[config.mk]
export PLATFORM = sky130hd
export DESIGN_NAME = csms_sequencer
export DESIGN_NICKNAME = d
export VERILOG_FILES = /design/src/rtl/csms_pkg.sv /design/src/rtl/csms_sequencer.sv /design/src/rtl/csms_step_timer.sv /design/src/rtl/csms_threshold_filter.sv
export SDC_FILE = /design/constraint.sdc
export NUM_CORES = 1
export LEC_CHECK = 0
export BUFFER_PORTS_ARGS = -buffer_cell sky130_fd_sc_hd__buf_2
export CAP_MARGIN = 25
export CORE_AREA = 2 2 152 154
export CTS_CLUSTER_SIZE = 16
export DETAILED_ROUTE_END_ITERATION = 10
export DIE_AREA = 0 0 154 156
export PLACE_DENSITY_LB_ADDON = 0.1
export SLEW_MARGIN = 30
export SYNTH_ARGS = -nofsm -noshare
export SYNTH_HDL_FRONTEND = slang
export SYNTH_SLANG_ARGS = --single-unit
[constraint.sdc]
create_clock -name sys_clk -period 3.6 [get_ports sys_clk]
set_clock_uncertainty 0.1 [all_clocks]
set_input_delay 0.72 -clock sys_clk [delete_from_list [all_inputs] [get_ports sys_clk]]
set_output_delay 0.72 -clock sys_clk [all_outputs]
set_load 0.01 [all_outputs]
[src/rtl/csms_pkg.sv]
// Constants shared by the colour sensor measurement sequencer.
// Assumes a 50 MHz system clock and a byte-wide register port.
package csms_pkg;

  // Register offsets (5-bit address space)
  localparam logic [4:0] OFF_ENABLE   = 5'h00;
  localparam logic [4:0] OFF_ITIME    = 5'h01;
  localparam logic [4:0] OFF_WAIT_TIME_SETTING    = 5'h03;
  localparam logic [4:0] OFF_LTHR_LO  = 5'h04;
  localparam logic [4:0] OFF_LTHR_HI  = 5'h05;
  localparam logic [4:0] OFF_HTHR_LO  = 5'h06;
  localparam logic [4:0] OFF_HTHR_HI  = 5'h07;
  localparam logic [4:0] OFF_PERSISTENCE_SETTING     = 5'h0C;
  localparam logic [4:0] OFF_CONFIG   = 5'h0D;
  localparam logic [4:0] OFF_CONTROL  = 5'h0F;
  localparam logic [4:0] OFF_ID       = 5'h12;
  localparam logic [4:0] OFF_STATUS   = 5'h13;
  localparam logic [4:0] OFF_DATA0    = 5'h14;
  localparam logic [4:0] OFF_DATA_END = 5'h1B;

  // Enable register fields
  localparam int BIT_PON  = 0;
  localparam int BIT_MEN  = 1;
  localparam int BIT_WEN  = 3;
  localparam int BIT_IEN  = 4;
  // Config field
  localparam int BIT_LONG = 1;
  // Status fields
  localparam int BIT_VALID = 0;
  localparam int BIT_IRQ   = 4;

  // Reset values
  localparam logic [7:0] RST_ENABLE = 8'h00;
  localparam logic [7:0] RST_TIME   = 8'hFF;
  localparam logic [7:0] RST_ZERO   = 8'h00;
  // Arbitrary neutral identity value
  localparam logic [7:0] ID_VALUE   = 8'h5A;

  // Timing: one 2.4 ms step at 50 MHz
  localparam int STEP_US     = 2400;
  localparam int CLK_MHZ     = 50;
  localparam int STEP_CYCLES = STEP_US * CLK_MHZ;
  localparam int LONG_FACTOR = 12;
  localparam int STEP_COUNT_BASE = 256;

  // Sequencer states, Gray along the main path
  typedef enum logic [2:0] {
    ST_SLEEP  = 3'b000,
    ST_IDLE   = 3'b001,
    ST_WARMUP = 3'b011,
    ST_WAIT   = 3'b010,
    ST_INIT   = 3'b110,
    ST_CONV   = 3'b111
  } csms_state_t;

endpackage

[src/rtl/csms_sequencer.sv]
// Top of the colour sensor measurement sequencer: registers,
// state machine, double-buffered results and interrupt.
// Assumes a serial front end delivers start detection, a decoded
// 5-bit address with byte write/read strobes and the clear command,
// and that the analog front end supplies four counts at conversion end.
`timescale 1ns/1ps

module csms_sequencer #(
  parameter int STEP_CYCLES = csms_pkg::STEP_CYCLES
) (
  input  wire logic        sys_clk,      // System clock 50 MHz
  input  wire logic        resetn,       // Async power-on reset, low
  input  wire logic        bus_start,    // Start condition seen, pulse
  input  wire logic [4:0]  reg_addr,     // Register address from command
  input  wire logic        reg_wr,       // Byte write strobe
  input  wire logic [7:0]  reg_wdata,    // Write data
  input  wire logic        reg_rd,       // Byte read strobe
  output logic      [7:0]  reg_rdata,    // Read data, registered
  input  wire logic        irq_clear,    // Interrupt-clear command, pulse
  input  wire logic [15:0] adc_clear,    // Clear channel count
  input  wire logic [15:0] adc_red,      // Red channel count
  input  wire logic [15:0] adc_green,    // Green channel count
  input  wire logic [15:0] adc_blue,     // Blue channel count
  output logic             adc_run,      // Front end integrating
  output logic [1:0]       analog_gain,  // Gain to front end
  output logic             irq_out       // Interrupt pin, high active
);

  ////////////////////////////////////////////////////////////////
  // Registers
  logic [7:0]  state_enables;
  logic [7:0]  integration_time_setting;
  logic [7:0]  wait_time_setting;
  logic [15:0] low_threshold;
  logic [15:0] high_threshold;
  logic [7:0]  persistence_setting;
  logic [7:0]  config_bits;
  logic [7:0]  control_bits;
  logic        irq_flag;
  logic        data_valid;
  logic [15:0] result [4];   // Clear, red, green, blue
  logic [7:0]  high_shadow;  // Upper byte frozen at low-byte read

  csms_pkg::csms_state_t state;
  csms_pkg::csms_state_t next_state;

  wire power_on_bit    = state_enables[csms_pkg::BIT_PON];
  wire measure_enable  = state_enables[csms_pkg::BIT_MEN];
  wire wait_enable     = state_enables[csms_pkg::BIT_WEN];
  wire irq_output_enable = state_enables[csms_pkg::BIT_IEN];
  wire long_wait_bit   = config_bits[csms_pkg::BIT_LONG];
  wire [3:0] persistence_count = persistence_setting[3:0];

  // Step counts: 256 minus setting, long wait twelvefold
  function automatic logic [12:0] steps_of(input logic [7:0] setting);
    steps_of = 13'(csms_pkg::STEP_COUNT_BASE) - 13'(setting);
  endfunction

  wire [12:0] wait_steps = long_wait_bit ?
                           13'(steps_of(wait_time_setting) * 13'(csms_pkg::LONG_FACTOR)) :
                           steps_of(wait_time_setting);
  wire [12:0] conv_steps = steps_of(integration_time_setting);
  wire [12:0] one_step   = 13'd1;

  ////////////////////////////////////////////////////////////////
  // State machine transitions
  logic timer_done;
  logic timer_start;
  logic [12:0] timer_steps;
  wire  conv_end = (state == csms_pkg::ST_CONV) && timer_done;

  always_comb
  begin
    next_state = state;
    case (state)
      csms_pkg::ST_SLEEP:
        if (bus_start)
          next_state = csms_pkg::ST_IDLE;
      csms_pkg::ST_IDLE:
        if (!power_on_bit)
          next_state = csms_pkg::ST_SLEEP;
        else if (measure_enable)
          next_state = csms_pkg::ST_WARMUP;
      csms_pkg::ST_WARMUP:
        if (!power_on_bit)
          next_state = csms_pkg::ST_SLEEP;
        else if (timer_done)
          next_state = wait_enable ? csms_pkg::ST_WAIT :
                                     csms_pkg::ST_INIT;
      csms_pkg::ST_WAIT:
        if (!power_on_bit || !measure_enable)
          next_state = csms_pkg::ST_IDLE;
        else if (timer_done)
          next_state = csms_pkg::ST_INIT;
      csms_pkg::ST_INIT:
        if (!power_on_bit || !measure_enable)
          next_state = csms_pkg::ST_IDLE;
        else if (timer_done)
          next_state = csms_pkg::ST_CONV;
      csms_pkg::ST_CONV:
        if (!power_on_bit || !measure_enable)
          next_state = csms_pkg::ST_IDLE;
        else if (timer_done)
          next_state = wait_enable ? csms_pkg::ST_WAIT :
                                     csms_pkg::ST_INIT;
      default:
        next_state = csms_pkg::ST_SLEEP;
    endcase
  end

  // Timer loads on entry into each timed state
  wire entering = (next_state != state) || conv_end ||
                  ((state == csms_pkg::ST_WAIT || state == csms_pkg::ST_INIT) && timer_done);
  assign timer_start = entering && (next_state == csms_pkg::ST_WARMUP ||
                                    next_state == csms_pkg::ST_WAIT ||
                                    next_state == csms_pkg::ST_INIT ||
                                    next_state == csms_pkg::ST_CONV);
  assign timer_steps = (next_state == csms_pkg::ST_WAIT) ? wait_steps :
                       (next_state == csms_pkg::ST_CONV) ? conv_steps :
                       one_step;

  csms_step_timer #(
    .STEP_CYCLES (STEP_CYCLES)
  ) u_timer (
    .sys_clk (sys_clk),
    .resetn  (resetn),
    .start   (timer_start),
    .steps   (timer_steps),
    .done    (timer_done)
  );

  // Reset lands in Sleep
  always_ff @(posedge sys_clk or negedge resetn)
  begin
    if (!resetn)
      state <= csms_pkg::ST_SLEEP;
    else
      state <= next_state;
  end

  ////////////////////////////////////////////////////////////////
  // Persistence filter; evaluated on the same edge results land
  logic filter_hit;

  csms_threshold_filter u_filter (
    .sys_clk           (sys_clk),
    .resetn            (resetn),
    .eval              (conv_end),
    .clear_count       (adc_clear),
    .low_threshold     (low_threshold),
    .high_threshold    (high_threshold),
    .persistence_count (persistence_count),
    .hit               (filter_hit)
  );

  ////////////////////////////////////////////////////////////////
  // Host register writes
  always_ff @(posedge sys_clk or negedge resetn)
  begin
    if (!resetn)
    begin
      state_enables            <= csms_pkg::RST_ENABLE;
      integration_time_setting <= csms_pkg::RST_TIME;
      wait_time_setting        <= csms_pkg::RST_TIME;
      low_threshold            <= '0;
      high_threshold           <= '0;
      persistence_setting      <= csms_pkg::RST_ZERO;
      config_bits              <= csms_pkg::RST_ZERO;
      control_bits             <= csms_pkg::RST_ZERO;
    end
    else if (reg_wr)
    begin
      if (reg_addr == csms_pkg::OFF_ENABLE)
        state_enables <= reg_wdata;
      else if (reg_addr == csms_pkg::OFF_ITIME)
        integration_time_setting <= reg_wdata;
      else if (reg_addr == csms_pkg::OFF_WAIT_TIME_SETTING)
        wait_time_setting <= reg_wdata;
      else if (reg_addr == csms_pkg::OFF_LTHR_LO)
        low_threshold[7:0] <= reg_wdata;
      else if (reg_addr == csms_pkg::OFF_LTHR_HI)
        low_threshold[15:8] <= reg_wdata;
      else if (reg_addr == csms_pkg::OFF_HTHR_LO)
        high_threshold[7:0] <= reg_wdata;
      else if (reg_addr == csms_pkg::OFF_HTHR_HI)
        high_threshold[15:8] <= reg_wdata;
      else if (reg_addr == csms_pkg::OFF_PERSISTENCE_SETTING)
        persistence_setting <= reg_wdata;
      else if (reg_addr == csms_pkg::OFF_CONFIG)
        config_bits <= reg_wdata;
      else if (reg_addr == csms_pkg::OFF_CONTROL)
        control_bits <= reg_wdata;
    end
  end

  assign analog_gain = control_bits[1:0];

  ////////////////////////////////////////////////////////////////
  // Result capture: all four channels on one edge
  always_ff @(posedge sys_clk or negedge resetn)
  begin
    if (!resetn)
    begin
      for (int i = 0; i < 4; i++)
        result[i] <= '0;
      data_valid <= 1'b0;
    end
    else if (conv_end)
    begin
      result[0]  <= adc_clear;
      result[1]  <= adc_red;
      result[2]  <= adc_green;
      result[3]  <= adc_blue;
      data_valid <= 1'b1;
    end
  end

  // Interrupt flag: set by a filter hit, one clock after conversion end, set wins over clear
  always_ff @(posedge sys_clk or negedge resetn)
  begin
    if (!resetn)
      irq_flag <= 1'b0;
    else if (filter_hit)
      irq_flag <= 1'b1;
    else if (irq_clear)
      irq_flag <= 1'b0;
  end

  assign irq_out = irq_flag && irq_output_enable;
  assign adc_run = (state == csms_pkg::ST_CONV);

  ////////////////////////////////////////////////////////////////
  // Read path; reading a low byte freezes its high byte
  wire        in_data  = (reg_addr >= csms_pkg::OFF_DATA0) && (reg_addr <= csms_pkg::OFF_DATA_END);
  wire [4:0]  data_off = reg_addr - csms_pkg::OFF_DATA0;
  wire [15:0] data_word = result[data_off[2:1]];
  wire [7:0]  status_byte = {3'b000, irq_flag, 3'b000, data_valid};
  logic [7:0] read_mux;

  always_comb
  begin
    read_mux = 8'h00;
    if (reg_addr == csms_pkg::OFF_ENABLE)
      read_mux = state_enables;
    else if (reg_addr == csms_pkg::OFF_ITIME)
      read_mux = integration_time_setting;
    else if (reg_addr == csms_pkg::OFF_WAIT_TIME_SETTING)
      read_mux = wait_time_setting;
    else if (reg_addr == csms_pkg::OFF_LTHR_LO)
      read_mux = low_threshold[7:0];
    else if (reg_addr == csms_pkg::OFF_LTHR_HI)
      read_mux = low_threshold[15:8];
    else if (reg_addr == csms_pkg::OFF_HTHR_LO)
      read_mux = high_threshold[7:0];
    else if (reg_addr == csms_pkg::OFF_HTHR_HI)
      read_mux = high_threshold[15:8];
    else if (reg_addr == csms_pkg::OFF_PERSISTENCE_SETTING)
      read_mux = persistence_setting;
    else if (reg_addr == csms_pkg::OFF_CONFIG)
      read_mux = config_bits;
    else if (reg_addr == csms_pkg::OFF_CONTROL)
      read_mux = control_bits;
    else if (reg_addr == csms_pkg::OFF_ID)
      read_mux = csms_pkg::ID_VALUE;
    else if (reg_addr == csms_pkg::OFF_STATUS)
      read_mux = status_byte;
    else if (in_data)
      read_mux = data_off[0] ? high_shadow : data_word[7:0];
  end

  // Shadow avoids a torn count across two byte reads
  always_ff @(posedge sys_clk or negedge resetn)
  begin
    if (!resetn)
    begin
      reg_rdata   <= 8'h00;
      high_shadow <= 8'h00;
    end
    else if (reg_rd)
    begin
      reg_rdata <= read_mux;
      if (in_data && !data_off[0])
        high_shadow <= data_word[15:8];
    end
  end

endmodule

[src/rtl/csms_step_timer.sv]
// Step timer: counts whole steps of a programmable clock length.
// Assumes start is a one-cycle pulse and load values are stable.
`timescale 1ns/1ps
module csms_step_timer #(
  parameter int STEP_CYCLES = csms_pkg::STEP_CYCLES
) (
  input  wire logic        sys_clk,   // System clock
  input  wire logic        resetn,    // Async reset, low
  input  wire logic        start,     // Load and run
  input  wire logic [12:0] steps,     // Number of steps, 1..3072
  output logic             done       // Pulse at end
);

  logic [22:0] cyc;
  logic [12:0] left;
  logic        run;
  wire         step_end = (cyc == 23'(STEP_CYCLES - 1));

  ////////////////////////////////////////////////////////////////
  // Cycle and step counters; restart overrides a running count
  always_ff @(posedge sys_clk or negedge resetn)
  begin
    if (!resetn)
    begin
      cyc  <= '0;
      left <= '0;
      run  <= 1'b0;
      done <= 1'b0;
    end
    else
    begin
      done <= 1'b0;
      if (start)
      begin
        cyc  <= '0;
        left <= steps;
        run  <= 1'b1;
      end
      else if (run)
      begin
        cyc <= step_end ? '0 : cyc + 23'd1;
        if (step_end)
        begin
          left <= left - 13'd1;
          if (left == 13'd1)
          begin
            run  <= 1'b0;
            done <= 1'b1;
          end
        end
      end
    end
  end

endmodule

[src/rtl/csms_threshold_filter.sv]
// Clear-channel window test with persistence counter.
// Assumes eval pulses once per finished conversion.
`timescale 1ns/1ps
module csms_threshold_filter (
  input  wire logic        sys_clk,    // System clock
  input  wire logic        resetn,     // Async reset, low
  input  wire logic        eval,       // Conversion finished
  input  wire logic [15:0] clear_count, // New clear result
  input  wire logic [15:0] low_threshold, // Low limit
  input  wire logic [15:0] high_threshold, // High limit
  input  wire logic [3:0]  persistence_count, // Needed hits
  output logic             hit         // Pulse: raise interrupt
);

  logic [3:0] run_len;

  // Low tested first; high only when window is well formed
  wire below = clear_count < low_threshold;
  wire above = (low_threshold <= high_threshold) &&
               (clear_count > high_threshold);
  wire out_of_range = below || above;
  wire [3:0] next_len = (run_len == 4'hF) ? run_len : run_len + 4'd1;

  ////////////////////////////////////////////////////////////////
  // Consecutive out-of-range counter; zero setting fires on each out-of-range result
  always_ff @(posedge sys_clk or negedge resetn)
  begin
    if (!resetn)
    begin
      run_len <= '0;
      hit     <= 1'b0;
    end
    else
    begin
      hit <= 1'b0;
      if (eval)
      begin
        run_len <= out_of_range ? next_len : 4'd0;
        hit     <= out_of_range && (next_len >= persistence_count);
      end
    end
  end

endmodule

==> results of run 1 <==
-- through the flow --
stage	setup slack [ps]	std cells	util, %	cell area [µm²]	power [µW]
floorplan	788.7	1264	-	12090	4278
global placement	622.5	1600	57.52	12860	4852
detailed placement	524.4	1600	57.52	12860	4891
CTS	500.4	1642	60.93	13630	7285
global route	218.3	1642	60.93	13630	7661
finish	512.4	1642	60.93	13630	7238
-- flip-flops by register name, indices dropped and copies added, names as in the netlist --
signal	flops
u_timer.cyc	23
data_valid	1
state_enables	8
u_timer.left	13
persistence_setting	8
state	3
reg_rdata	8
control_bits	8
integration_time_setting	8
high_threshold	16
low_threshold	16
high_shadow	8
u_timer.done	1
u_timer.run	1
irq_flag	1
result	64
wait_time_setting	8
u_filter.run_len	4
config_bits	8
u_filter.hit	1
-- cell usage in the layout (no fill, tap or decap), types with 9 or more instances in the layout --
cell,netlist,routed
sky130_fd_sc_hd__clkbuf_16,0,24
sky130_fd_sc_hd__nand3_1,27,27
sky130_fd_sc_hd__inv_1,56,56
sky130_fd_sc_hd__o21ai_0,57,57
sky130_fd_sc_hd__mux2i_1,19,19
sky130_fd_sc_hd__o22ai_1,15,15
sky130_fd_sc_hd__nor3_1,24,24
sky130_fd_sc_hd__xor2_1,34,34
sky130_fd_sc_hd__a21oi_1,56,56
sky130_fd_sc_hd__nand4_1,12,12
sky130_fd_sc_hd__nand2_1,262,261
sky130_fd_sc_hd__o211ai_1,15,15
sky130_fd_sc_hd__ha_1,66,66
sky130_fd_sc_hd__dfstp_2,16,16
sky130_fd_sc_hd__buf_2,17,93
sky130_fd_sc_hd__nor2b_1,11,11
sky130_fd_sc_hd__mux2_2,86,86
sky130_fd_sc_hd__and3_1,14,14
sky130_fd_sc_hd__nand2b_1,14,14
sky130_fd_sc_hd__dfrtp_1,192,192
sky130_fd_sc_hd__a21o_1,12,12
sky130_fd_sc_hd__xnor2_1,15,15
sky130_fd_sc_hd__buf_4,5,23
sky130_fd_sc_hd__nor2_1,67,67
sky130_fd_sc_hd__o2111ai_1,9,9
sky130_fd_sc_hd__mux4_2,16,16
-- logic make-up after synthesis --
family / Yosys count / share of synthesized area (%)
adder cells (fa/ha/maj): 68 / 7.079
flip-flops: 208 / 43.22
AND/OR/NAND/NOR: 472 / 17.59
AO/OA/AOI/OAI: 220 / 11.74
XOR/XNOR: 49 / 3.550
buffers and inverters: 126 / 4.254
multiplexers: 121 / 12.56
-- cell type report --
type	instances	area [µm²]	area share, %
clock buffer	34	678.2	4.977
clock inverter	8	85.08	0.6244
inverter	58	217.7	1.598
multi-input combinational	930	6372	46.76
sequential	208	5225	38.34
tap	285	356.6	2.617
timing repair buffer	119	691.9	5.078
-- routing by layer --
layer / track usage (%) / routed length (µm) / up-vias
met5: 0 / 0 / -
met4: 10.10 / 1177 / 0
met3: 3.306 / 1346 / 73
met2: 48.56 / 16380 / 239
met1: 38.37 / 14790 / 4711
li1: - / - / 4609
-- how the worst max path moves through the flow --
stage	endpoint	slack, ps	cells past startpoint
5_1_grt	u_timer.left[8]	220	12
2_1_floorplan	u_timer.left[8]	790	12
4_1_cts	u_timer.left[8]	500	12
3_3_place_gp	u_timer.left[8]	620	12
3_5_place_dp	u_timer.left[8]	520	12
6_report	u_timer.left[8]	510	12
-- where the power goes --
part           internal (µW)  total, µW  switching, µW  leakage (µW)
clock network           1390       2380            992      0.000374
logic                    844       1890           1040       0.00344
registers               2650       2970            324       0.00233
-- critical path: cells and delay by family, from the launching register on --
kind	cells	cell delay [ps]
AO/OA/AOI/OAI	4	760
XOR/XNOR	2	380
adder cells (fa/ha/maj)	2	560
buffers and inverters	2	220
multiplexers	2	340
flip-flops	1	610
==> results.md, run 1 <==
Clock tree:
- The hold-fix buffer count after cts is 0.
- The number of setup buffers added after CTS is 0.
- In this run, post-CTS repair resized a total of 0 instances.
- The TritonCTS clock tree is done.
- The total clock buffers created by CTS is 24.
- The clock passes through at most 3 buffers.
- The root buffer cell chosen for the clock tree is sky130_fd_sc_hd__clkbuf_16.
- The clock slew seen by the registers of the worst setup and hold paths is around 60 ps.
- CTS built an H-tree with a depth of 1.
- The number of sinks handled by clock tree synthesis is roughly 210.
- For the worst-skew pair, the clock arrives at the later sink with an insertion delay of between 500 and 600 ps.

Setup path:
- The largest individual stage delay along the critical path comes from the cell sky130_fd_sc_hd__dfstp_2.
- The worst setup slack for register-to-register paths is roughly 510 ps.
- The signal on the critical path passes through inv_1 > ha_1 > xor2_1 > inv_1 > ha_1 > a211oi_1 > o21bai_1 > a21oi_1 > xnor2_1 > mux2_2 > a21oi_1 > mux2i_1.
- Measured in cells, the most critical reg-to-reg path has a length of 12.
- The worst endpoint required time is between 3000 and 4000 ps.
- In this run the worst path has a maximum fanout of 7.
- The worst setup path is launched from a register.
- The data arrival time of the critical path is between 3000 and 4000 ps.
- The largest single stage delay on the critical path is 610 ps.
- The startpoint of the most critical setup path is wait_time_setting[0].
- The endpoint class of the critical path is a register.
- The worst flop-to-flop path startpoint is wait_time_setting[0].
- The type of the worst setup path is register to register.
- In this run the critical register-to-register path is captured at u_timer.left[8].

Synthesis:
- Counting flops and latches in the post-synthesis netlist gives between 200 and 250.
- A synthesized cell averages ~9.6 µm².
- After synthesis, flip-flops and latches occupy 43.22% of the total area.
- The cell area after synthesis is 12090 µm².
- sky130_fd_sc_hd__dfrtp_1 takes more of the synthesized area than any other cell.
- The share of synthesized registers carrying an async set or reset is 100.0%.
- In the synthesized netlist the dominant register cell turns out to be sky130_fd_sc_hd__dfrtp_1.
- Summed over its instances, the top area cell type makes up around 40% of the synthesized netlist area.
- By area the synthesized netlist is led by sky130_fd_sc_hd__dfrtp_1, sky130_fd_sc_hd__nand2_1, sky130_fd_sc_hd__mux2_2, sky130_fd_sc_hd__ha_1, sky130_fd_sc_hd__dfstp_2.
- The cell count after synthesis is ~1300.
- The number of distinct standard cells referenced by the synthesized netlist is 72.
- The number of warning messages in the yosys log is 0.
- The number of flops mapped to enable cells by yosys is 0.
- The net count of the mapped netlist is approximately 1400.
- The commonest cells after synthesis are sky130_fd_sc_hd__nand2_1, sky130_fd_sc_hd__dfrtp_1, sky130_fd_sc_hd__mux2_2, sky130_fd_sc_hd__nor2_1, sky130_fd_sc_hd__ha_1.
- sky130_fd_sc_hd__nand2_1 is the most common cell in the netlist.

Finish:
- The filler cells instantiated in the layout total approximately 2000.
- The share of post-route cells with drive strength above 1 is 21.30%.
- Relative to the synthesized area, the layout overhead comes to 12.72%.
- In the final design database the tool counted between 1000 and 1500 nets.
- The number of diodes added for antenna fixing is 0.

Routing:
- For this run, the detailed router's first-pass iteration total came to 7.
- For this block, the routed nets add up to 33.69 mm of wire.
- The routed wirelength normalized by instance count is between 20 and 25 µm.
- The count of nets left with antenna violations after detail routing is 0.
- Across all layers, the routed design uses slightly below 10000 vias.
- In this run, the number of DRC markers left after iteration 0 of detailed routing was between 600 and 700.
- The routed via count divided by cell count is slightly below 6.
- In the routed design, unresolved DRC markers number 0.

STA:
- The worst path uses a little under nine tenths of the clock period.
- Setup repair after global routing left no endpoint under its margin.
- The minimum clock period after layout is around 3000 ps.
- The worst hold-check slack is between 80 and 90 ps.
- The max-slew headroom at the worst pin is between 50% and 60%.
- The max-slew violation total from the final report was 0.
- The slew of the pin with the lowest slew margin is around 700 ps.
- The final setup violation count is 0.
- After routing, the total negative slack on setup checks comes to 0 ps.
- For this run, the top clock speed supported by timing is between 0.3 and 0.4 GHz.
- The total count of hold-check failures in the final report came to 0.

Floorplan:
- The region available for standard cell placement spans ~22000 µm².
- The die is around 150 µm wide.
- The floorplan has 55 rows.
- The vertical extent of the die is between 150 and 200 µm.
- The area of the die is ~24000 µm².
- 95 I/O pins were placed.
- For this configuration, the core starts out at a cell density of 54.05%.

Global routing:
- The number of antenna violations at the first check in global routing is 0.
- The via count of the first global-routing pass was approximately 10000.
- In the global route stage, overall resource usage came out at between 20 and 30%.
- Global routing finished with a remaining overflow of 0.
- Entering global routing, the biggest net connects 74 pins.
- The first global-routing pass estimated about 54 mm of wire.

Hold path:
- In this run the worst hold path is classified as input port to asynchronous set/reset pin.

Job:
- The tool flagged a number of max-cap violations equal to 0.

Place:
- At the end of routability-driven placement, the weighted congestion stood at 1.006.
- After legalization and detailed placement, the total HPWL measured about 25 mm.
- The count of buffers inserted at the top-level ports is 94.

Pwr:
- The highest ir drop seen on vdd is roughly 0.47 mV.
- The analysis attributes to cell leakage a power of between 0.006 and 0.007 µW.
- Power spread over the standard cell area amounts to between 500 and 600 nW/µm².

Run status:
- The flow ran to the end, and the final reports show no timing, DRC or antenna violations.
No activity file was read; power rests on OpenSTA's default activity.
==> run 2: changes to the inputs <==
Settings changed: CORE_AREA 2 2 152 154 to 2 2 159 161, DIE_AREA 0 0 154 156 to 0 0 161 163.
==> run 2 against run 1 <==
  * Clock power increased by 11%
  * Register-to-register slack about the same
  * Global-route usage decreased by 2.4 points
  * Hold slack got worse by 2.4 ps
  * Critical endpoint unchanged
  * Routed wire length increased by 0.42%
  * Setup slack improved by 6.9 ps
  * Largest power group unchanged
  * Die area increased by 9.2%
  * Sequential share of layout area decreased by 0.40 points
==> results.md, run 2 (synthesis gave the netlist of run 1 again) <==
Run status:
- The flow ran to the end, and the final reports show no timing, DRC or antenna violations.

Clock tree:
- The hold-fix buffer count after cts is 0 (unchanged).
- The maximum buffer depth of the clock tree is 3 (unchanged).
- The number of sinks handled by clock tree synthesis came to 208 (unchanged).
- The number of H-tree levels came to 1 (unchanged).
- The clock slew seen by the registers of the worst setup and hold paths was 60 ps (about the same).
- CTS placed an instance of sky130_fd_sc_hd__clkbuf_16 at the clock tree root.
- The clock insertion delay at the later pin of the skew report came to 530 ps (about the same).
- The TritonCTS clock tree is done.
- The number of buffers added for setup after CTS is 0 (unchanged).
- The total clock buffers created by CTS is 25 (+4.2%).
- The quantity of gates resized following cts came to 0 (unchanged).

Global routing:
- The number of antenna violations at the first check in global routing is 1 (+1).
- The aggregate global-route resource usage is 26.24% (-2.4 points).
- The via count of the first global-routing pass was 9689 (-1.4%).
- The pin count of the biggest net entering global routing is 71 (-4.1%).
- The global-route wire length before repair is 54.06 mm (+0.11%).
- The remaining global-route overflow is 0 (unchanged).

Pwr:
- The register share of total power is 39.6% (-1.5 points).
- The power consumption is 7503 µW (+3.7%).
- The clock network fraction of design power was 35.4% (+2.5 points).
- The combinational power share is 25.1% (-1.0 points).
- The areal power density over the cells was 544.8 nW/µm² (+2.6%).
- The switching share of power is 31.75% (-0.85 points).
- The leakage power of the design is 0.006187 µW (+0.63%).
- The highest ir drop seen on vdd came to 0.4044 mV (-13%).
- The switching power of the nets is 2382 µW (+0.94%).
- The internal cell power is 5121 µW (+5.0%).

STA:
- The max-slew headroom at the worst pin is 48.82% (-4.2 points).
- The final setup violation count is 0 (unchanged).
- The minimum clock period after layout is 3081 ps (-6.875 ps).
- The post-route clock period utilization is 85.58% (-0.19 points).
- The smallest setup slack after layout is 519.3 ps (+6.875 ps).
- The slew of the pin with the lowest slew margin was 767.7 ps (+63.60 ps).
- The maximum clock frequency came to 0.3246 GHz (+0.22%).
- The aggregate negative setup slack is 0 ps (unchanged).
- The total count of hold-check failures in the final report is 0 (unchanged).
- The max-slew violation total from the final report is 0 (unchanged).
- Setup repair after global routing left no endpoint under its margin.

Floorplan:
- The area of the die is 26240 µm² (+9.2%).
- The effective utilization at floorplan is 49.00% (-5.1 points).
- The row count is 58 (+5.5%).
- The chip width came to 161 µm (+4.5%).
- The number of top-level design ports came to 95 (unchanged).
- The area of the core region came to 24670 µm² (+10%).
- The vertical extent of the die is 163 µm (+4.5%).

Setup path:
- The type of origin of the critical path is a register.
- The cell family contributing the most delay on the critical path is compound AO/OA/AOI/OAI gates.
- Traced cell by cell, the critical path runs through inv_1 > ha_1 > xor2_1 > inv_1 > ha_1 > a211oi_1 > o21bai_1 > a21oi_1 > xnor2_1 > mux2_2 > a21oi_1 > mux2i_1.
- The data arrival time of the critical path is 3370 ps (about the same).
- The worst path buffer plus inverter count is 2 (unchanged).
- The worst endpoint required time came to 3890 ps (about the same).
- The worst setup path is captured at a register.
- The maximum fanout count along the critical path is 7 (unchanged).
- The critical path's largest stage delay is 600 ps (about the same).
- The slowest stage cell on the critical path is sky130_fd_sc_hd__dfstp_2.
- The worst setup path is of the register to register kind.
- The worst setup slack for register-to-register paths is 520 ps (about the same).

Finish:
- The area growth from synthesis to layout is 13.91%.
- The final cell count without fillers came to 1691 (+3.0%).
- The footprint of the multi-input gates was 6372 µm² (unchanged).
- The total area of sequential cells is 5225 µm² (unchanged).
- The share of the core filled with cells in the final layout is 55.81% (-5.1 points).
- Leaving out fill and tap cells, the most frequent cell in the layout is sky130_fd_sc_hd__nand2_1.
- The final net count is 1490 (-0.067%).
- The top cell types in the final layout, fill and taps aside, are sky130_fd_sc_hd__nand2_1, sky130_fd_sc_hd__dfrtp_1, sky130_fd_sc_hd__buf_2.
- The share of post-route cells with drive strength above 1 is 21.63% (+0.34 points).
- The number of fill cells in the layout is 2321 (+18%).
- In the final layout, the registers with the most flip-flops are result x64, u_timer.cyc x23.
- The number of flip-flops under the largest register name was 64 (unchanged).
- Counting flops per register, the top entry is result.

Routing:
- The count of nets left with antenna violations after detail routing was 0 (unchanged).
- The total length of routed wires is 33.84 mm (+0.42%).
- The number of DRC violations after detailed-routing iteration 0 is 682 (+3.5%).
- The routed via count divided by cell count is 5.730 (-2.3%).
- The number of design rule violations left after detail routing was 0 (unchanged).
- The length of the first detailed-routing pass in iterations is 5 (-2).
- The total number of vias is 9689 (+0.59%).
- The routed wirelength normalized by instance count is 20.01 µm (-2.5%).

Place:
- The detailed placer's ending HPWL is 25.11 mm (-0.83%).
- The count of buffers inserted at the top-level ports came to 94 (unchanged).
- The global placer's final weighted congestion came to 0.9912 (-1.4%).
- The post-placement cell count is 1643 (+2.7%).
- The worst setup slack after placement is 551.4 ps (+27.07 ps).

Job:
- The max-capacitance violation count is 0 (unchanged).

Hold path:
- The path class of the tightest hold or removal check is input port to asynchronous set/reset pin.
run 2: cell count changes in the layout (fill, tap and decap cells not counted), moves of 2 or more:
| cell | delta |
|---|---|
| sky130_fd_sc_hd__clkbuf_1 | -3 |
| sky130_fd_sc_hd__diode_2 | +2 |
| sky130_fd_sc_hd__clkinv_4 | +3 |
| sky130_fd_sc_hd__bufinv_16 | +3 |
run 2: power groups by stage:
| stage | logic, µW | registers (µW) | clock network, µW |
|---|---|---|---|
| 2_1_floorplan | 1410 | 2870 | 0 |
| 4_1_cts | 1880 | 2960 | 2710 |
| 5_1_grt | 2150 | 3000 | 2810 |
| 3_5_place_dp | 1880 | 3000 | 0 |
| 6_report | 1880 | 2970 | 2650 |
| 3_3_place_gp | 1830 | 3000 | 0 |
run 2: cell type report:
cell class              count  area share [%]
clock inverters            15           1.417
diodes                      2         0.03634
flip-flops and latches    208           37.94
multi-input cells         930           46.27
well taps                 330           2.998
inverters                  58           1.581
repair buffers            117           4.825
clock buffers              31           4.925
run 2: path summary, 6_finish.rpt:
| check | to | from | depth (start not counted) |
|---|---|---|---|
| worst max register to register | u_timer.left[8] | wait_time_setting[0] | 12 |
| max in group asynchronous | result[46] | resetn | 2 |
| worst min-delay path | u_timer.cyc[13] | resetn | 1 |
| worst max-delay path | u_timer.left[8] | wait_time_setting[0] | 12 |
| min in group sys_clk | result[45] | adc_red[13] | 3 |
| worst min register to register | irq_flag | u_filter.hit | 1 |
run 2: per-stage QoR:
step           hold slack [ps]  cell area, µm²
5_1_grt                  109.4           13770
6_report                 79.37           13770
3_5_place_dp             320.4           12890
2_1_floorplan            304.4           12090
3_3_place_gp             309.1           12890
4_1_cts                  97.84           13770
run 2: layer usage:
layer	global-route usage [%]	routed length [µm]	up-vias
li1	-	-	4612
met1	35.98	15090	4758
met2	44.15	16250	262
met3	3.845	1747	57
met4	6.494	751	0
met5	0	0	-
